===== src/logic/vfiu_pkg.sv =====
// Constants, register map and state type of the vectored and fast interrupt unit
// Assumes: included first; all users refer to names through vfiu_pkg::
package vfiu_pkg;

    // ------------------------------------------------------------
    // Register map
    // ------------------------------------------------------------
    localparam logic [7:0] A_PTR_HI = 8'hda;
    localparam logic [7:0] A_PTR_LO = 8'hdb;
    localparam logic [7:0] A_STATUS = 8'hdc;
    localparam logic [7:0] A_MASK = 8'hdd;
    localparam logic [7:0] A_MODE = 8'hde;
    localparam logic [7:0] A_PRIO = 8'hff;
    localparam logic [7:0] A_SWP = 8'hd0;

    // ------------------------------------------------------------
    // Fields and reset values
    // ------------------------------------------------------------
    localparam int MODE_GEN = 0;
    localparam int MODE_FEN = 1;
    localparam int MODE_FLS_LO = 2;
    localparam int MODE_FLS_HI = 4;
    localparam logic [7:0] MODE_WMASK = 8'h9f;
    localparam logic [7:0] FLG_FAST = 8'h02;
    localparam logic [7:0] REG_RST = 8'h00;
    localparam int PRIO_GA = 7;
    localparam int PRIO_GB = 4;
    localparam int PRIO_GC = 1;
    localparam int NHW = 4;

    // ------------------------------------------------------------
    // Level groups and vectors
    // ------------------------------------------------------------
    localparam logic [7:0] GRP_A = 8'h03;
    localparam logic [7:0] GRP_B = 8'h1c;
    localparam logic [7:0] GRP_C = 8'he0;
    localparam logic [7:0] VEC_HW_BASE = 8'h00;
    localparam logic [7:0] VEC_SW_BASE = 8'h10;

    // ------------------------------------------------------------
    // Entry timing in clock cycles
    // ------------------------------------------------------------
    localparam int ENTRY_CYC = 22;
    localparam int FAST_CYC = 6;
    localparam logic [4:0] ENTRY_END = 5'(ENTRY_CYC - 1);
    localparam logic [4:0] FAST_END = 5'(FAST_CYC - 1);
    localparam logic [4:0] CNT_START = 5'h01;

    // ------------------------------------------------------------
    // Sequencer states
    // ------------------------------------------------------------
    typedef enum logic [3:0] {
        ST_IDLE, ST_PUSH_PCL, ST_PUSH_PCH, ST_PUSH_FLG, ST_FETCH_HI,
        ST_FETCH_LO, ST_TAKE_LO, ST_JUMP, ST_FAST, ST_POP_PCH,
        ST_POP_PCL, ST_RET_END
    } vfiu_state_t;

endpackage : vfiu_pkg


===== src/logic/vfiu_pend.sv =====
// Eight pending flags, set by events and cleared by strobes
// Assumes: set and clear come from logic on the same clock
`timescale 1ns/1ps
module vfiu_pend (
    // Clock and reset
    input wire logic i_clk,
    input wire logic i_arst_n,
    // Set and clear strobes
    input wire logic [7:0] i_set,
    input wire logic [7:0] i_clr,
    // Flags
    output logic [7:0] o_pend
);

    typedef struct packed {
        logic [7:0] pend;
    } vfiu_pend_state_t;

    vfiu_pend_state_t s_q;
    vfiu_pend_state_t s_d;
    logic [7:0] nxt;

    // ------------------------------------------------------------
    // Per flag update, a set beats a clear
    // ------------------------------------------------------------
    for (genvar b = 0; b < 8; b++) begin : g_flag
        assign nxt[b] = i_set[b] | (s_q.pend[b] & ~i_clr[b]);
    end

    always_comb begin
        s_d.pend = nxt;
    end

    always_ff @(posedge i_clk or negedge i_arst_n) begin
        if (!i_arst_n) begin
            s_q <= '0;
        end else begin
            s_q <= s_d;
        end
    end

    assign o_pend = s_q.pend;

endmodule : vfiu_pend


===== src/logic/vfiu_prio.sv =====
// Level priority resolver: picks the winning level among masked requests
// Assumes: purely combinational, fed from registers on the same clock
`timescale 1ns/1ps
module vfiu_prio (
    // Requests and priority setting
    input wire logic [7:0] i_req,
    input wire logic [7:0] i_prio,
    // Result
    output logic o_any,
    output logic [2:0] o_lvl
);

    logic [5:0] ord;
    logic found;
    logic [7:0] m;

    // ------------------------------------------------------------
    // Group order, first group in the top two bits
    // ------------------------------------------------------------
    function automatic logic [5:0] grp_order(input logic [2:0] sel);
        case (sel)
            3'h1: grp_order = {2'h1, 2'h2, 2'h0};
            3'h2: grp_order = {2'h0, 2'h1, 2'h2};
            3'h3: grp_order = {2'h1, 2'h0, 2'h2};
            3'h4: grp_order = {2'h2, 2'h0, 2'h1};
            3'h5: grp_order = {2'h2, 2'h1, 2'h0};
            3'h6: grp_order = {2'h0, 2'h2, 2'h1};
            default: grp_order = {2'h0, 2'h1, 2'h2};
        endcase
    endfunction : grp_order

    function automatic logic [7:0] grp_mask(input logic [1:0] g);
        case (g)
            2'h0: grp_mask = vfiu_pkg::GRP_A;
            2'h1: grp_mask = vfiu_pkg::GRP_B;
            default: grp_mask = vfiu_pkg::GRP_C;
        endcase
    endfunction : grp_mask

    function automatic logic [2:0] lowest(input logic [7:0] v);
        lowest = 3'h0;
        for (int i = 7; i >= 0; i--) begin
            if (v[i]) begin
                lowest = 3'(i);
            end
        end
    endfunction : lowest

    // ------------------------------------------------------------
    // Resolve
    // ------------------------------------------------------------
    always_comb begin
        ord = grp_order({i_prio[vfiu_pkg::PRIO_GA], i_prio[vfiu_pkg::PRIO_GB],
                         i_prio[vfiu_pkg::PRIO_GC]});
        o_any = |i_req;
        o_lvl = 3'h0;
        found = 1'b0;
        m = 8'h00;
        for (int g = 0; g < 3; g++) begin
            m = i_req & grp_mask(ord[5 - 2 * g -: 2]);
            if (!found && (|m)) begin
                found = 1'b1;
                o_lvl = lowest(m);
            end
        end
    end

endmodule : vfiu_prio


===== src/logic/vfiu_top.sv =====
// Vectored and fast interrupt unit of an 8-bit CPU core
// Assumes: CPU sequencer and peripherals share i_clk; stack and ROM data
// are valid in the cycle in which the pop or read strobe is high
`timescale 1ns/1ps
module vfiu_top (
    // Clock and reset
    input wire logic i_clk,
    input wire logic i_arst_n,
    // Register port
    input wire logic [7:0] i_reg_addr,
    input wire logic i_reg_wr,
    input wire logic i_reg_rd,
    input wire logic [7:0] i_reg_wdata,
    output logic [7:0] o_reg_rdata,
    // Interrupt sources
    input wire logic [3:0] i_hw_evt,
    input wire logic [7:0] i_sw_evt,
    input wire logic [7:0] i_src_en,
    // CPU sequencer
    input wire logic i_instr_end,
    input wire logic i_interrupt_return_instr,
    input wire logic [15:0] i_pc,
    input wire logic [7:0] i_flags,
    input wire logic [7:0] i_stack_rdata,
    input wire logic [7:0] i_rom_data,
    output logic o_ack,
    output logic [2:0] o_ack_level,
    output logic o_stack_push,
    output logic o_stack_pop,
    output logic [7:0] o_stack_wdata,
    output logic o_rom_rd,
    output logic [7:0] o_rom_addr,
    output logic o_pc_load,
    output logic [15:0] o_pc_new,
    output logic o_flags_load,
    output logic [7:0] o_flags_new,
    // Status
    output logic o_fast_active,
    output logic o_gie
);

    typedef struct packed {
        vfiu_pkg::vfiu_state_t st;
        logic [4:0] cnt;
        logic [2:0] lvl;
        logic [7:0] ptr_hi;
        logic [7:0] ptr_lo;
        logic [7:0] mask;
        logic [7:0] prio;
        logic [7:0] mode;
        logic [7:0] shadow;
        logic fast;
        logic ack;
        logic push;
        logic pop;
        logic [7:0] wdata;
        logic rom_rd;
        logic [7:0] rom_addr;
        logic pc_load;
        logic [15:0] pc_new;
        logic flg_load;
        logic [7:0] flg_new;
        logic [7:0] rdata;
    } vfiu_top_state_t;

    vfiu_top_state_t s_q;
    vfiu_top_state_t s_d;

    logic [7:0] hw_pend;
    logic [7:0] sw_pend;
    logic [7:0] hw_clr;
    logic [7:0] sw_clr;
    logic [7:0] req_lvl;
    logic [7:0] cand;
    logic any;
    logic [2:0] win;
    logic win_hw;
    logic accept;
    logic go_fast;
    logic [7:0] vec;

    // ------------------------------------------------------------
    // Pending flags
    // ------------------------------------------------------------
    vfiu_pend u_hw_pend (
        .i_clk(i_clk),
        .i_arst_n(i_arst_n),
        .i_set({4'h0, i_hw_evt}),
        .i_clr(hw_clr),
        .o_pend(hw_pend)
    );

    vfiu_pend u_sw_pend (
        .i_clk(i_clk),
        .i_arst_n(i_arst_n),
        .i_set(i_sw_evt),
        .i_clr(sw_clr),
        .o_pend(sw_pend)
    );

    // ------------------------------------------------------------
    // Request gating and selection
    // ------------------------------------------------------------
    assign req_lvl = ({4'h0, hw_pend[vfiu_pkg::NHW-1:0]} | sw_pend) & i_src_en;
    assign cand = req_lvl & s_q.mask;

    vfiu_prio u_prio (
        .i_req(cand),
        .i_prio(s_q.prio),
        .o_any(any),
        .o_lvl(win)
    );

    // Hardware source has the lower vector, so it wins its level
    assign win_hw = hw_pend[win];
    assign vec = (win_hw ? vfiu_pkg::VEC_HW_BASE : vfiu_pkg::VEC_SW_BASE)
                 + {4'h0, win, 1'b0};
    assign accept = (s_q.st == vfiu_pkg::ST_IDLE) && !i_interrupt_return_instr && i_instr_end
                    && s_q.mode[vfiu_pkg::MODE_GEN] && !s_q.fast && any;
    assign go_fast = s_q.mode[vfiu_pkg::MODE_FEN]
                     && (win == s_q.mode[vfiu_pkg::MODE_FLS_HI:vfiu_pkg::MODE_FLS_LO]);
    assign hw_clr = (accept && win_hw) ? (8'h01 << win) : 8'h00;
    assign sw_clr = (i_reg_wr && i_reg_addr == vfiu_pkg::A_SWP) ? ~i_reg_wdata : 8'h00;

    // ------------------------------------------------------------
    // Next state
    // ------------------------------------------------------------
    always_comb begin
        s_d = s_q;
        s_d.ack = 1'b0;
        s_d.push = 1'b0;
        s_d.pop = 1'b0;
        s_d.rom_rd = 1'b0;
        s_d.pc_load = 1'b0;
        s_d.flg_load = 1'b0;
        // Register writes
        if (i_reg_wr) begin
            case (i_reg_addr)
                vfiu_pkg::A_PTR_HI: s_d.ptr_hi = i_reg_wdata;
                vfiu_pkg::A_PTR_LO: s_d.ptr_lo = i_reg_wdata;
                vfiu_pkg::A_MASK: s_d.mask = i_reg_wdata;
                vfiu_pkg::A_PRIO: s_d.prio = i_reg_wdata;
                vfiu_pkg::A_MODE: s_d.mode = i_reg_wdata & vfiu_pkg::MODE_WMASK;
                default: s_d.mode = s_q.mode;
            endcase
        end
        // Register reads
        if (i_reg_rd) begin
            case (i_reg_addr)
                vfiu_pkg::A_PTR_HI: s_d.rdata = s_q.ptr_hi;
                vfiu_pkg::A_PTR_LO: s_d.rdata = s_q.ptr_lo;
                vfiu_pkg::A_STATUS: s_d.rdata = req_lvl;
                vfiu_pkg::A_MASK: s_d.rdata = s_q.mask;
                vfiu_pkg::A_PRIO: s_d.rdata = s_q.prio;
                vfiu_pkg::A_MODE: s_d.rdata = s_q.mode;
                vfiu_pkg::A_SWP: s_d.rdata = sw_pend;
                default: s_d.rdata = vfiu_pkg::REG_RST;
            endcase
        end
        // Entry and return sequencer
        case (s_q.st)
            vfiu_pkg::ST_IDLE: begin
                if (i_interrupt_return_instr && s_q.fast) begin
                    s_d.pc_load = 1'b1;
                    s_d.pc_new = {s_q.ptr_hi, s_q.ptr_lo};
                    {s_d.ptr_hi, s_d.ptr_lo} = i_pc;
                    s_d.flg_load = 1'b1;
                    s_d.flg_new = s_q.shadow & ~vfiu_pkg::FLG_FAST;
                    s_d.fast = 1'b0;
                    s_d.mode[vfiu_pkg::MODE_GEN] = 1'b1;
                end else if (i_interrupt_return_instr) begin
                    s_d.pop = 1'b1;
                    s_d.st = vfiu_pkg::ST_POP_PCH;
                end else if (accept) begin
                    s_d.ack = 1'b1;
                    s_d.lvl = win;
                    s_d.mode[vfiu_pkg::MODE_GEN] = 1'b0;
                    s_d.cnt = vfiu_pkg::CNT_START;
                    s_d.rom_addr = vec;
                    s_d.st = go_fast ? vfiu_pkg::ST_FAST : vfiu_pkg::ST_PUSH_PCL;
                end
            end
            vfiu_pkg::ST_PUSH_PCL: begin
                s_d.push = 1'b1;
                s_d.wdata = i_pc[7:0];
                s_d.cnt = s_q.cnt + 5'h01;
                s_d.st = vfiu_pkg::ST_PUSH_PCH;
            end
            vfiu_pkg::ST_PUSH_PCH: begin
                s_d.push = 1'b1;
                s_d.wdata = i_pc[15:8];
                s_d.cnt = s_q.cnt + 5'h01;
                s_d.st = vfiu_pkg::ST_PUSH_FLG;
            end
            vfiu_pkg::ST_PUSH_FLG: begin
                s_d.push = 1'b1;
                s_d.wdata = i_flags;
                s_d.cnt = s_q.cnt + 5'h01;
                s_d.st = vfiu_pkg::ST_FETCH_HI;
            end
            vfiu_pkg::ST_FETCH_HI: begin
                s_d.rom_rd = 1'b1;
                s_d.cnt = s_q.cnt + 5'h01;
                s_d.st = vfiu_pkg::ST_FETCH_LO;
            end
            vfiu_pkg::ST_FETCH_LO: begin
                s_d.pc_new[15:8] = i_rom_data;
                s_d.rom_rd = 1'b1;
                s_d.rom_addr = s_q.rom_addr + 8'h01;
                s_d.cnt = s_q.cnt + 5'h01;
                s_d.st = vfiu_pkg::ST_TAKE_LO;
            end
            vfiu_pkg::ST_TAKE_LO: begin
                s_d.pc_new[7:0] = i_rom_data;
                s_d.cnt = s_q.cnt + 5'h01;
                s_d.st = vfiu_pkg::ST_JUMP;
            end
            vfiu_pkg::ST_JUMP: begin
                if (s_q.cnt == vfiu_pkg::ENTRY_END) begin
                    s_d.pc_load = 1'b1;
                    s_d.st = vfiu_pkg::ST_IDLE;
                end else begin
                    s_d.cnt = s_q.cnt + 5'h01;
                end
            end
            vfiu_pkg::ST_FAST: begin
                if (s_q.cnt == vfiu_pkg::FAST_END) begin
                    s_d.pc_load = 1'b1;
                    s_d.pc_new = {s_q.ptr_hi, s_q.ptr_lo};
                    {s_d.ptr_hi, s_d.ptr_lo} = i_pc;
                    s_d.shadow = i_flags;
                    s_d.flg_load = 1'b1;
                    s_d.flg_new = i_flags | vfiu_pkg::FLG_FAST;
                    s_d.fast = 1'b1;
                    s_d.st = vfiu_pkg::ST_IDLE;
                end else begin
                    s_d.cnt = s_q.cnt + 5'h01;
                end
            end
            vfiu_pkg::ST_POP_PCH: begin
                s_d.flg_new = i_stack_rdata;
                s_d.pop = 1'b1;
                s_d.st = vfiu_pkg::ST_POP_PCL;
            end
            vfiu_pkg::ST_POP_PCL: begin
                s_d.pc_new[15:8] = i_stack_rdata;
                s_d.pop = 1'b1;
                s_d.st = vfiu_pkg::ST_RET_END;
            end
            vfiu_pkg::ST_RET_END: begin
                s_d.pc_new[7:0] = i_stack_rdata;
                s_d.pc_load = 1'b1;
                s_d.flg_load = 1'b1;
                s_d.mode[vfiu_pkg::MODE_GEN] = 1'b1;
                s_d.st = vfiu_pkg::ST_IDLE;
            end
            default: s_d.st = vfiu_pkg::ST_IDLE;
        endcase
    end

    // ------------------------------------------------------------
    // State register
    // ------------------------------------------------------------
    always_ff @(posedge i_clk or negedge i_arst_n) begin
        if (!i_arst_n) begin
            s_q <= '0;
        end else begin
            s_q <= s_d;
        end
    end

    // ------------------------------------------------------------
    // Outputs
    // ------------------------------------------------------------
    assign o_reg_rdata = s_q.rdata;
    assign o_ack = s_q.ack;
    assign o_ack_level = s_q.lvl;
    assign o_stack_push = s_q.push;
    assign o_stack_pop = s_q.pop;
    assign o_stack_wdata = s_q.wdata;
    assign o_rom_rd = s_q.rom_rd;
    assign o_rom_addr = s_q.rom_addr;
    assign o_pc_load = s_q.pc_load;
    assign o_pc_new = s_q.pc_new;
    assign o_flags_load = s_q.flg_load;
    assign o_flags_new = s_q.flg_new;
    assign o_fast_active = s_q.fast;
    assign o_gie = s_q.mode[vfiu_pkg::MODE_GEN];
endmodule : vfiu_top


===== config.mk =====
export PLATFORM = sky130hd
export DESIGN_NAME = vfiu_top
export DESIGN_NICKNAME = d
export VERILOG_FILES = /design/src/logic/vfiu_pkg.sv /design/src/logic/vfiu_pend.sv /design/src/logic/vfiu_prio.sv /design/src/logic/vfiu_top.sv
export SDC_FILE = /design/constraint.sdc
export NUM_CORES = 1
export LEC_CHECK = 0
export BUFFER_PORTS_ARGS = -buffer_cell sky130_fd_sc_hd__buf_2
export CORE_ASPECT_RATIO = 0.8
export CORE_MARGIN = 2
export CORE_UTILIZATION = 34
export CTS_BUF_LIST = sky130_fd_sc_hd__clkbuf_2 sky130_fd_sc_hd__clkbuf_4 sky130_fd_sc_hd__clkbuf_8
export DETAILED_ROUTE_END_ITERATION = 10
export PLACE_DENSITY = 0.63
export SYNTH_ARGS = -nofsm -noshare
export SYNTH_HDL_FRONTEND = slang
export SYNTH_SLANG_ARGS = --single-unit
export TNS_END_PERCENT = 5

===== constraint.sdc =====
create_clock -name i_clk -period 5.1 [get_ports i_clk]
set_input_delay 1.02 -clock i_clk [delete_from_list [all_inputs] [get_ports i_clk]]
set_output_delay 1.02 -clock i_clk [all_outputs]
set_load 0.005 [all_outputs]

After elaboration in Yosys (flattened, before gate mapping)
Index checks and enable logic that the tools add are counted.
{ "word_totals": {"word_cells": 255, "inputBits": 82, "regBits": 129, "out_inout_bits": 59} }
{ "op_classes": {"n_addsub": 3, "n_shift": 1, "n_bitwise": 53, "n_lt_le_gt_ge": 1, "n_eq_ne": 38, "n_reduce_logical": 46, "muxes": 88} }
{ "ops": {"columns": ["cell", "n"], "rows": [
  ["$mux W8", 11],
  ["$mux W3", 27],
  ["$pmux W8 S2", 4],
  ["$pmux W8 S4", 2],
  ["$eq A8 B8 Y1 const B", 7],
  ["$pmux W8 S7", 1],
  ["$mux W26", 2],
  ["$pmux W8 S3", 2],
  ["$pmux W4 S11", 1],
  ["$and A8 B8 Y8", 5],
  ["$mux W40", 1],
  ["$mux W16", 2],
  ["$pmux W16 S2", 1],
  ["$reduce_or A8 Y1", 4],
  ["$pmux W6 S5", 1],
  ["$mux W12", 2],
  ["$pmux W5 S4", 1],
  ["$not A1 Y1", 18],
  ["$mux W1", 17],
  ["$and A1 B1 Y1", 16],
  ["$eq A4 B3 Y1 const B", 4],
  ["$eq A4 B4 Y1 const B", 4],
  ["$mux W4", 4],
  ["$mux W5", 3],
  ["38 further kinds", 90]
]} }

Logic depth before layout (Yosys ltp)
Gate-level depths: netlist of run 1.
{ "logic_depth": {"depth_word": 24, "mapped_depth": 11, "depth_no_buf": 10} }

Hierarchy
A second synthesis of run 1 with hierarchy kept.
{ "hier_totals": {"hier_cells": 852, "area_unflattened_um2": 7770.0} }
{ "by_module_without_submodules": {"columns": ["module", "area_per_inst_um2", "cells_each", "seq_area_each_um2", "n_inst"], "rows": [
  ["vfiu_top", 6700.2, 724, 2802.7, 1],
  ["vfiu_pend", 290.3, 24, 200.2, 2],
  ["vfiu_prio", 489.2, 80, 0.0, 1]
]} }

Least setup slack after synthesis of run 1
Ideal clock, no wire load.
{ "synth_timing": {"kind": "input to register", "start": "in i_src_en[6]", "end": "reg s_q[114] (netlist name)", "setup_ns": 0.126, "t_arrival_ns": 2.987, "t_required_ns": 4.974, "n_path_buf": 1, "path_slack_ns": 1.987, "path_stages": 9, "cell_sequence": "nand3_1 > a31oi_1 > o32ai_1 > nand2_1 > or4_1 > buf_2 > a21boi_2 > nor4_2 > a311o_1"} }
{ "synth_via": {"elab_chain_cells": 20, "elab_cells_between_ends": 49, "cone_classes": "eq/ne (2); mux (31); bitwise (5); reduce/logical (11)"} }
{ "synth_rtl": {"columns": ["element", "line_no", "rtl"], "rows": [
  ["start: declaration", "vfiu_top.sv:18", "input wire logic [7:0] i_src_en,"],
  ["$and A8 B8 Y8 *", "vfiu_top.sv:104", "assign req_lvl = ({4'h0, hw_pend[vfiu_pkg::NHW-1:0]} | sw_pend) & i_src_en;"],
  ["$and A8 B8 Y8 *", "vfiu_top.sv:105", "assign cand = req_lvl & s_q.mask;"],
  ["$and A8 B8 Y8", "vfiu_prio.sv:60", "m = i_req & grp_mask(ord[5 - 2 * g -: 2]);"],
  ["$mux W3 (7 in series)", "vfiu_prio.sv:43", "if (v[i]) begin"],
  ["$mux W3 (3 in series)", "vfiu_prio.sv:61", "if (!found && (|m)) begin"],
  ["$eq A3 B3 Y1", "vfiu_top.sv:121", "&& (win == s_q.mode[vfiu_pkg::MODE_FLS_HI:vfiu_pkg::MODE_FLS_LO]);"],
  ["$logic_and A1 B1 Y1", "vfiu_top.sv:121", null],
  ["$mux W4", "vfiu_top.sv:180", "s_d.st = go_fast ? vfiu_pkg::ST_FAST : vfiu_pkg::ST_PUSH_PCL;"],
  ["$mux W12", "vfiu_top.sv:174", "end else if (accept) begin"],
  ["$mux W4", "vfiu_top.sv:171", "end else if (i_interrupt_return_instr) begin"],
  ["$mux W12", "vfiu_top.sv:163", "if (i_interrupt_return_instr && s_q.fast) begin"],
  ["$pmux W4 S11", "vfiu_top.sv:161", "case (s_q.st)"],
  ["end signal: assignment", "vfiu_top.sv:266", "s_q <= '0;"],
  ["end signal: assignment", "vfiu_top.sv:268", "s_q <= s_d;"],
  ["end: declaration", "vfiu_top.sv:66", "vfiu_top_state_t s_q;"]
]} }
Mark *: on every way between the ends. The rest lies on a longest branch, timed or not. The select of a mux whose other input is x is not followed.
A chain may end at the register's enable or synchronous reset.

Final worst setup path of run 1
{ "layout_timing": {"start": "reg s_q[78] (netlist name)", "end": "reg s_q, in the netlist o_rom_addr[4]"} }
{ "layout_via": {"elab_chain_cells": 24, "elab_cells_between_ends": 62, "cone_classes": "add/sub (1); eq/ne (8); mux (40); bitwise (3); reduce/logical (10)"} }
{ "layout_rtl": {"columns": ["element", "line_no", "rtl"], "rows": [
  ["$eq A3 B3 Y1, or another cell as far along", "vfiu_prio.sv:21", "case (sel)"],
  ["$pmux W6 S5 *", "vfiu_prio.sv:21", null],
  ["$eq A2 B1 Y1 or $logic_not A2 Y1 (tied branches)", "vfiu_prio.sv:33", "case (g)"],
  ["$pmux W8 S2", "vfiu_prio.sv:33", null],
  ["$and A8 B8 Y8", "vfiu_prio.sv:60", null],
  ["$mux W3 (8 in series)", "vfiu_prio.sv:43", null],
  ["$mux W3 (2 in series)", "vfiu_prio.sv:61", null],
  ["$mux W3 *", "vfiu_prio.sv:61", null],
  ["$bmux W1 S3", "vfiu_top.sv:115", "assign win_hw = hw_pend[win];"],
  ["$mux W1 (not written as such)", "vfiu_top.sv:115", null],
  ["$mux W5", "vfiu_top.sv:116", "assign vec = (win_hw ? vfiu_pkg::VEC_HW_BASE : vfiu_pkg::VEC_SW_BASE)"],
  ["$add A5 B4 Y6 *", "vfiu_top.sv:117", "+ {4'h0, win, 1'b0};"],
  ["$mux W8 *", "vfiu_top.sv:174", null],
  ["$mux W8 *", "vfiu_top.sv:171", null],
  ["$mux W8 *", "vfiu_top.sv:163", null],
  ["$pmux W8 S2 *", "vfiu_top.sv:161", null]
]} }
Marked as above.

==> results of run 1 <==
==> state kept, by name, indices dropped and copies added (netlist names) <==
| name | cells |
|---|---|
| o_stack_push | 1 |
| o_flags_new | 8 |
| u_hw_pend.o_pend | 8 |
| s_q | 53 |
| o_pc_new | 16 |
| o_ack | 1 |
| o_stack_wdata | 8 |
| o_pc_load | 1 |
| o_ack_level | 3 |
| o_reg_rdata | 8 |
| o_stack_pop | 1 |
| o_gie | 1 |
| u_sw_pend.o_pend | 8 |
| o_fast_active | 1 |
| o_rom_rd | 1 |
| o_rom_addr | 8 |
| o_flags_load | 1 |
==> synthesized netlist by cell type, types with 7 or more instances <==
library cell and count:
a222oi_1 8, o21ai_0 41, o21a_1 11, inv_1 19, a22oi_1 14, nand3_1 20
dfrtp_1 128, o22ai_1 11, nor3_1 11, a31oi_1 14, a221oi_1 7, and3_1 15
a21oi_1 99, xor2_1 7, nor2_1 77, nand2b_1 16, buf_4 51, clkbuf_1 31
a22o_1 8, mux2_2 21, nand2_1 86, a21o_1 7, mux2i_1 36
==> kinds of logic after synthesis <==
family | Yosys count | share of synthesized area, %
compound gates | 258 | 22.9
simple gates | 261 | 16.3
xor+xnor | 9 | 1.06
flops | 128 | 43.0
mux | 57 | 8.01
fa+ha+maj | 3 | 0.504
buf+inv | 110 | 8.18
==> layout make-up <==
class                           count  area share (%)
Multi-Input combinational cell    588            43.0
Sequential cell                   128            37.9
Timing Repair Buffer              150            9.20
Tap cell                          275            4.07
Clock buffer                       20            3.18
Clock inverter                     12            1.83
Inverter                           19           0.843
==> worst max-delay path, cell delays in order (launching register included) <==
cell	delay (ps)
dfrtp_1	750
inv_1	330
a2111oi_0	550
a2111oi_0	180
a21boi_0	220
a311oi_2	470
nand2_2	240
mux2i_1	180
a211oi_2	210
==> layer usage <==
metal,wire (um),vias up
met3,1490,36
met1,11100,3276
met4,348,0
li1,-,3103
met2,9860,255
met5,0,-
==> final timing paths <==
| kind | cells after the start | from | endpoint | slack (ps) |
|---|---|---|---|---|
| hold / removal | 2 | o_ack_level[0] | o_ack_level[0] | 480 |
| setup reg to reg | 8 | s_q[78] | o_rom_addr[4] | 1900 |
| setup / recovery | 8 | s_q[78] | o_rom_addr[4] | 1900 |
| max in group asynchronous | 2 | i_arst_n | s_q[83] | 3300 |
| hold reg to reg | 2 | o_ack_level[0] | o_ack_level[0] | 480 |
| min in group asynchronous | 1 | i_arst_n | o_rom_addr[7] | 660 |
==> power groups by stage <==
stage | Clock [mW] | Combinational [mW] | Sequential [mW]
after CTS | 0.976 | 1.39 | 1.58
after global routing | 1.02 | 1.56 | 1.63
after global placement | 0 | 1.35 | 1.60
after floorplan | 0 | 1.15 | 1.49
final | 0.960 | 1.40 | 1.59
after detailed placement | 0 | 1.38 | 1.60
==> metrics.txt, run 1 <==
Synth cell types 65; Switching Share 39.3%; grt met3 use 4.10%; grt met2 use 29.1%; largest net degree at the start of global routing 65; Yosys top cell area share 43.0%; most frequent cells in the layout buf_2 (139), dfrtp_1 (128), a21oi_1 (99); DP Worst Slack 1520 ps; CP startpoint kind register; class of the worst hold path reg -> reg; DR iter-0 viols 527; Vias per Instance 5.60; internal power 2.40 mW; Tcrit/Tclk final 62.8%; WL/cell 19.2 um; Clock power frac 24.3%; number of max-cap violations 0; Vias 6670; Num CTS Buffers 17; Async S/R FF share, synth 100%; placed cell area 8040 um2; placed cells 1160; post-synth top area cell dfrtp_1; final hold vios 0; Worst-path clk slew 80 ps; Worst Path Class, Setup reg -> reg; # fillers 2198; fmax 312 MHz; Mapped Area 7450 um2; Finished Layout Cells 1192; synthesized instance count 826; number of synthesized flops with an enable pin 0; status completed; full die area 23100 um2; post-route setup TNS 0 ps; Worst EP arrival 3580 ps; global routing's busiest layer met1; setup slack after layout 1900 ps; final core utilization 39.2%; post-cts resize count 0; io pins 141; layout cell share with drive strength beyond 1 24.3%; Max FO, Critical Path 18; Synth area leaders dfrtp_1 (43%), a21oi_1 (6.7%), buf_4 (5.1%), mux2i_1 (4.8%), nand2_1 (4.3%); final net count 989; input/output buffers 140; multi-input combinational cell area 3640 um2; Initial Util 34.5%; RD Place Congestion 0.933; leading cell type in the layout, fill and taps excluded buf_2; Clock Sinks 128; switching power 1.55 mW; YS warnings 0; Max IR drop VDD 0.253 mV; final setup skew 17.3 ps; Post-DP HPWL 17.1 mm; Final Cell Area 8460 um2; Worst Path Required 5480 ps; final count of negative-setup-slack endpoints 0; ys flop type dfrtp_1; GRT Total Usage 19.9%; Layout area overhead 13.6%; grt ovf 0; worst relative slew slack 14.3%; vias in the first global route 6199; deepest clock path buffer count 2; Pleak 3.91 nW; drt pass-1 iters 5; first-pass GRT wire length 35.3 mm; Remaining DRCs 0; Sequential Area 3200 um2; CTS H-tree depth 4; sequential area share after synthesis 43.0%; Yosys reg bits 128; register share of total power 40.3%; Die Span Y 136 um; syn_nets 911; number of diodes 0; die width 169 um; row count 48; total power 3.95 mW; setup bufs post-CTS 0; Setup crit end kind register; Comb pwr share 35.4%; initial antenna violation count 0; Max Slew Vio Count 0; CTS Root Cell clkbuf_8; Avg Synthesized Cell Area 9.02 um2; unrepaired setup endpoints after global routing false; Detailed Route WL 22.8 mm; clk_lat worst skew 460 ps; GR Util met1 29.8%; actual slew at the worst max-slew pin 1290 ps; antenna-violating nets left 0; min Tclk post-route 3200 ps; pwr dens 467 nW/um2; CTS tree built; Core Footprint 21600 um2; hold slack 480 ps; CTS Hold Bufs 0
Power figures use the tool's default switching activity.
==> run 2: changes to the inputs <==
--- a/config.mk
+++ b/config.mk
@@ -11,7 +11,7 @@
 export CORE_UTILIZATION = 34
 export CTS_BUF_LIST = sky130_fd_sc_hd__clkbuf_2 sky130_fd_sc_hd__clkbuf_4 sky130_fd_sc_hd__clkbuf_8
 export DETAILED_ROUTE_END_ITERATION = 10
-export PLACE_DENSITY = 0.63
+export PLACE_DENSITY = 0.65
 export SYNTH_ARGS = -nofsm -noshare
 export SYNTH_HDL_FRONTEND = slang
 export SYNTH_SLANG_ARGS = --single-unit
==> constraint.sdc (replaced) <==
create_clock -name i_clk -period 2.9 [get_ports i_clk]
set_input_delay 0.58 -clock i_clk [delete_from_list [all_inputs] [get_ports i_clk]]
set_output_delay 0.58 -clock i_clk [all_outputs]
set_load 0.005 [all_outputs]
==> run 2 against run 1 <==
Worst hold slack got worse by 170 ps. Cell count up 3.6%. Clock-buffer cell count fell by 1. Sequential share of layout area down 1.5 points. Total power rose by 80%. Worst setup slack lost 1800 ps. Wire length increased by 1.8%. Clock skew increased by 4.6 ps. Via count increased by 2.6%. Critical path type unchanged. Largest power group unchanged.
==> metrics.txt, run 2 (synthesis results as in run 1) <==
Clock Sinks 128 (unchanged); RD Place Congestion 0.903 (-3.2%); GRT Total Usage 20.5% (+0.63 points); Vias 6841 (+2.6%); grt ovf 0 (unchanged); min Tclk post-route 2760 ps (-444 ps); final core utilization 40.8% (+1.6 points); CTS Root Cell clkbuf_8; layout cell share with drive strength beyond 1 27.7% (+3.4 points); largest net degree at the start of global routing 54 (-17%); io pins 141 (unchanged); full die area 23100 um2 (unchanged); final setup skew 21.9 ps (+4.62 ps); Setup crit end kind register; antenna-violating nets left 0 (unchanged); Max FO, Critical Path 7 (-11); leading cell type in the layout, fill and taps excluded buf_2; max FFs per register 53 (unchanged); Worst-path clk slew 90 ps (about the same); CP startpoint kind register; hold depth 2 (unchanged); final net count 1032 (+4.3%); setup slack after layout 141 ps (-1760 ps); Num CTS Buffers 17 (unchanged); vias in the first global route 6543 (+5.5%); worst hold path endpoint u_sw_pend.o_pend[6]; Worst Path Required 3230 ps (-2250 ps); clk_lat worst skew 460 ps (about the same); RR Endpoint s_q[114]; Worst Path Class, Setup reg -> reg; Initial Util 34.5% (unchanged); Detailed Route WL 23.2 mm (+1.8%); sum of buffers and inverters on the critical path 0 (-1); Vias per Instance 5.54 (-1.0%); DR iter-0 viols 669 (+27%); CTS H-tree depth 4 (unchanged); most frequent cells in the layout buf_2 (139), dfrtp_1 (128), a21oi_1 (99); input/output buffers 140 (unchanged); deepest clock path buffer count 2 (unchanged); cell count of the worst reg-to-reg path 8 (unchanged); Worst EP arrival 3090 ps (-490 ps); Core Footprint 21600 um2 (unchanged); final count of negative-setup-slack endpoints 0 (unchanged); first-pass GRT wire length 36.6 mm (+3.7%); fmax 363 MHz (+16%); Max Slew Vio Count 0 (unchanged); Die Span Y 136 um (unchanged); slowest stage cell, crit path or4_1; status completed; Layout area overhead 18.3%; Biggest register s_q; Max IR drop VDD 0.321 mV (+27%); Post-DP HPWL 17.7 mm (+3.9%); setup bufs post-CTS 0 (unchanged); Remaining DRCs 0 (unchanged); DP Worst Slack -137 ps (-1660 ps); Crit path largest cell delay 640 ps (-110 ps); worst relative slew slack 49.3% (+35 points); pwr dens 806 nW/um2 (+73%); Top Family by Delay on Critical Path compound AO/OA/AOI/OAI gates; row count 48 (unchanged); initial antenna violation count 0 (unchanged); CTS tree built; number of max-cap violations 0 (unchanged); Tcrit/Tclk final 95.1% (+32 points); actual slew at the worst max-slew pin 758 ps (-528 ps); drt pass-1 iters 6 (+1); final hold vios 0 (unchanged); Pleak 4.12 nW (+5.4%); WL/cell 18.8 um (-1.8%); Worst R2R Setup Slack 140 ps (-1760 ps); hold path startpoint i_sw_evt[6]; class of the worst hold path in -> reg; # fillers 2181 (-0.77%); unrepaired setup endpoints after global routing false; die width 169 um (unchanged); crit-path cells o211ai_4 > a22oi_1 > a311oi_2 > nand2_1 > or4_1 > a21boi_2 > nor4_2 > a311o_1; R2R Path Start u_hw_pend.o_pend[2]; hold slack 310 ps (-170 ps); number of diodes 0 (unchanged)
[run 2: cell types whose count changed in the layout (fill, tap and decap cells not counted), sizes merged]
cell | before | now
buf | 150 | 192
clkbuf | 20 | 19
clkinv | 5 | 2
clkinvlp | 2 | 3
dlygate4sd3 | 0 | 1
inv | 21 | 24
[run 2: worst max path at each step]
| stage | startpoint | endpoint | slack [ps] | cells after the start |
|---|---|---|---|---|
| after floorplan | i_src_en[6] | s_q[114] | 230 | 9 |
| after global placement | i_src_en[6] | o_rom_addr[4] | -100 | 10 |
| after detailed placement | i_src_en[6] | o_rom_addr[4] | -140 | 10 |
| after CTS | u_sw_pend.o_pend[6] | o_rom_addr[4] | 170 | 9 |
| after global routing | u_hw_pend.o_pend[2] | s_q[114] | 7 | 8 |
| final | u_hw_pend.o_pend[2] | s_q[114] | 140 | 8 |
[run 2: worst reg2reg max path: stages, from the launching register on]
cell      delay, ps
dfrtp_1         450
o211ai_4        300
a22oi_1         150
a311oi_2        380
nand2_1         120
or4_1           640
a21boi_2        180
nor4_2           70
a311o_1         360
[run 2: layout make-up]
type                            instances  area [um2]  area share [%]
Tap cell                              275         344            3.91
Clock buffer                           19         249            2.83
Timing Repair Buffer                  193        1120            12.7
Inverter                               19        71.3           0.810
Clock inverter                         13         176            2.00
Multi-Input combinational cell        588        3650            41.4
Sequential cell                       128        3200            36.4
[run 2: repair_timing]
| item | CTS | global route |
|---|---|---|
| hold buffers | 1 | 0 |
| endpoints found under the setup margin | 0 | 16 |
| gates resized for setup | 0 | 4 |
| endpoints found under the hold margin | 12 | 0 |
[run 2: stage by stage]
stage          std cells  TNS [ps]  instance area [um2]  power [mW]
2_1_floorplan        826         0                 7450        4.64
3_3_place_gp        1202      -152                 8360        5.32
3_5_place_dp        1202      -305                 8360        5.37
4_1_cts             1235         0                 8800        7.10
5_1_grt             1235         0                 8810        7.60
6_report            1235         0                 8810        7.10
[run 2: routing by layer]
metal | wire [um] | share of wire, % | vias up | global-route usage [%]
met5 | 0 | 0 | - | 0
met4 | 379 | 1.6 | 0 | 6.13
met3 | 1440 | 6.2 | 29 | 3.52
met2 | 10000 | 43 | 262 | 30.5
met1 | 11400 | 49 | 3363 | 30.5
li1 | - | - | 3187 | -
[run 2: where the power goes]
group | switching (mW) | leakage [nW] | internal (mW)
Sequential | 0.460 | 1.57 | 2.32
Combinational | 1.52 | 2.34 | 1.10
Clock | 0.821 | 0.207 | 0.888
==> run 3: changes to the inputs <==
--- a/config.mk
+++ b/config.mk
@@ -5,6 +5,7 @@
 export SDC_FILE = /design/constraint.sdc
 export NUM_CORES = 1
 export LEC_CHECK = 0
+export ABC_AREA = 1
 export BUFFER_PORTS_ARGS = -buffer_cell sky130_fd_sc_hd__buf_2
 export CORE_ASPECT_RATIO = 0.8
 export CORE_MARGIN = 2
==> run 3 against run 2 <==
Total power up 1.3%. Clock skew fell by 5.5 ps. Sequential power about the same. Worst hold slack worse by 150 ps. Synthesized cell count grew 20%. Synthesized area is 1.1% higher. Sequential cell count did not move. Register-to-register slack better by 250 ps. Worst setup slack better by 250 ps. Largest cell class unchanged.
==> metrics.txt, run 3 <==
Num CTS Buffers 17 (unchanged); Tcrit/Tclk final 86.5% (-8.6 points); antenna-violating nets left 0 (unchanged); Die Span Y 137 um (+0.54%); DP Worst Slack 264 ps (+402 ps); RD Place Congestion 0.965 (+6.9%); final net count 1192 (+16%); Worst Path Class, Setup reg -> reg; Post-DP HPWL 19.3 mm (+9.1%); area share of fa/ha/maj cells after synthesis 0.498% (-0.0056 points); Vias 7229 (+5.7%); Core Footprint 21700 um2 (+0.56%); Max Slew Vio Count 0 (unchanged); worst relative slew slack 47.3% (-2.0 points); Worst-path clk slew 80 ps (about the same); Worst EP arrival 2900 ps (-190 ps); YS warnings 0 (unchanged); post-route setup TNS 0 ps (unchanged); row count 48 (unchanged); Detailed Route WL 24.4 mm (+5.0%); Yosys reg bits 128 (unchanged); total power 7.20 mW (+1.3%); Worst Path Required 3290 ps (+60 ps); number of max-cap violations 0 (unchanged); Setup crit start u_hw_pend.o_pend[2]; pwr dens 817 nW/um2 (+1.3%); Synth top cells by count nand2_1 (243), inv_1 (130), dfrtp_1 (128), nor2_1 (86), o21ai_0 (71); Avg Synthesized Cell Area 7.61 um2 (-16%); synthesized instance count 989 (+20%); Top Family by Delay on Critical Path simple AND/OR/NAND/NOR gates; clk_lat worst skew 460 ps (about the same); crit-path cells inv_1 > nand2_1 > nand3_1 > nor2_1 > nor2_1 > nand2_1 > nor2_1 > nand3_2 > nand3_4 > nand2_2 > nor2_1 > nand2_1 > nand2_1 > inv_1 > nand2_2 > nand2_4 > a21oi_2; class of the worst hold path in -> async; post-synthesis mux area share 0.299% (-7.7 points); die width 170 um (+0.55%); Synth Area in Compound Gates 18.2% (-4.8 points); max FFs per register 53 (unchanged); first-pass GRT wire length 38.2 mm (+4.3%); io pins 141 (unchanged); unrepaired setup endpoints after global routing false; Pleak 4.48 nW (+8.8%); vias in the first global route 6861 (+4.9%); CTS Root Cell clkbuf_8; Remaining DRCs 0 (unchanged); syn_nets 1074 (+18%); largest net degree at the start of global routing 50 (-7.4%); Yosys top cell area share 42.5% (-0.48 points); Biggest register s_q; CTS H-tree depth 4 (unchanged); CP startpoint kind register; fmax 399 MHz (+9.9%); Initial Util 34.7% (+0.20 points); sequential area share after synthesis 42.5% (-0.48 points); GRT Total Usage 21.6% (+1.1 points); WL/cell 17.2 um (-8.6%); final count of negative-setup-slack endpoints 0 (unchanged); actual slew at the worst max-slew pin 785 ps (+27.1 ps); Synth area leaders dfrtp_1 (43%), nand2_1 (12%), inv_1 (6.5%), buf_4 (5.1%), o21ai_0 (4.7%); final setup skew 16.4 ps (-5.52 ps); leading cell type in the layout, fill and taps excluded nand2_1; R2R Path Start u_hw_pend.o_pend[2]; DR iter-0 viols 516 (-23%); grt ovf 0 (unchanged); CTS tree built; Mapped Area 7530 um2 (+1.1%); Setup crit end kind register; number of diodes 0 (unchanged); Worst R2R Setup Slack 390 ps (+250 ps); initial antenna violation count 0 (unchanged); ys flop type dfrtp_1; most frequent cells in the layout nand2_1 (243), buf_2 (139), inv_1 (130); Vias per Instance 5.09 (-8.1%); xor and xnor area share after synthesis 0.698% (-0.36 points); full die area 23400 um2 (+1.1%); setup bufs post-CTS 0 (unchanged); number of synthesized flops with an enable pin 0 (unchanged); slowest stage cell, crit path dfrtp_1; min Tclk post-route 2510 ps (-250 ps); Max FO, Critical Path 11 (+4); final hold vios 0 (unchanged); sum of buffers and inverters on the critical path 2 (+2); Clock Sinks 128 (unchanged); Layout area overhead 17.0%; input/output buffers 140 (unchanged); status completed; Synth Area in Simple Gates 24.8% (+8.4 points); Async S/R FF share, synth 100% (unchanged); most frequent cell after synthesis nand2_1; largest family of logic cells by synthesized area simple AND/OR/NAND/NOR gates; post-synth top area cell dfrtp_1; drt pass-1 iters 7 (+1); Synth cell types 59 (-9.2%); layout cell share with drive strength beyond 1 22.1% (-5.7 points); Crit path largest cell delay 390 ps (-250 ps); setup slack after layout 391 ps (+250 ps); deepest clock path buffer count 2 (unchanged); Max IR drop VDD 0.376 mV (+17%)
-- run 3: changes by cell type after synthesis, moves of 13 or more --
cell	delta
a22oi_1	-13
a21oi_1	-72
nand3_1	+16
mux2_2	-19
clkbuf_1	-18
mux2i_1	-36
o31ai_1	+15
and3_1	-14
nand2b_1	-16
o21ai_0	+30
nand2_1	+157
inv_1	+111
-- run 3: power breakdown --
part           leakage [nW]  switching, mW  internal, mW
clock                 0.212          0.781         0.897
combinational          2.74           1.64          1.09
sequential             1.52          0.455          2.33
-- run 3: cell families (layout without fill, tap and decap cells) --
kind of cell,count (synthesis),in the layout
xor+xnor,6,6
compound gates,211,211
buf+inv,208,339
flops,128,128
mux,2,2
simple gates,431,431
fa+ha+maj,3,3
-- run 3: routing by layer --
layer  track usage, %  vias up  routed length, um
met5                0        -                  0
met4             7.08        0                505
met3             5.09       39               1900
met2             31.4      309              10200
met1             31.5     3415              11800
li1                 -     3466                  -
-- run 3: worst paths after layout --
check	to	depth (start not counted)
min in group i_clk	u_sw_pend.o_pend[5]	3
max in group asynchronous	o_pc_new[15]	2
hold / removal	u_sw_pend.o_pend[0]	1
hold reg to reg	o_flags_new[5]	2
setup reg to reg	u_hw_pend.o_pend[6]	17
setup / recovery	u_hw_pend.o_pend[6]	17
-- run 3: final cells by class --
cell class | count | area, um2
repair buffers | 168 | 938
inverters | 139 | 522
multi-input cells | 653 | 3350
clock buffers | 19 | 262
clock inverters | 13 | 160
flip-flops and latches | 128 | 3200
fillers | 2255 | 12900
well taps | 300 | 375
-- run 3: stage by stage --
step	cell area, um2	utilization (%)	cells	hold WS (ps)
after detailed placement	8390	38.7	1388	459
after CTS	8810	40.6	1420	170
final	8810	40.6	1420	155
after global routing	8810	40.6	1420	186
after floorplan	7530	-	989	284
after global placement	8390	38.7	1388	454
-- run 3: what timing repair did --
item                                    4_1_cts  5_1_grt
hold buffers                                  0        0
resized for setup                             0        1
endpoints found under the setup margin        0        1
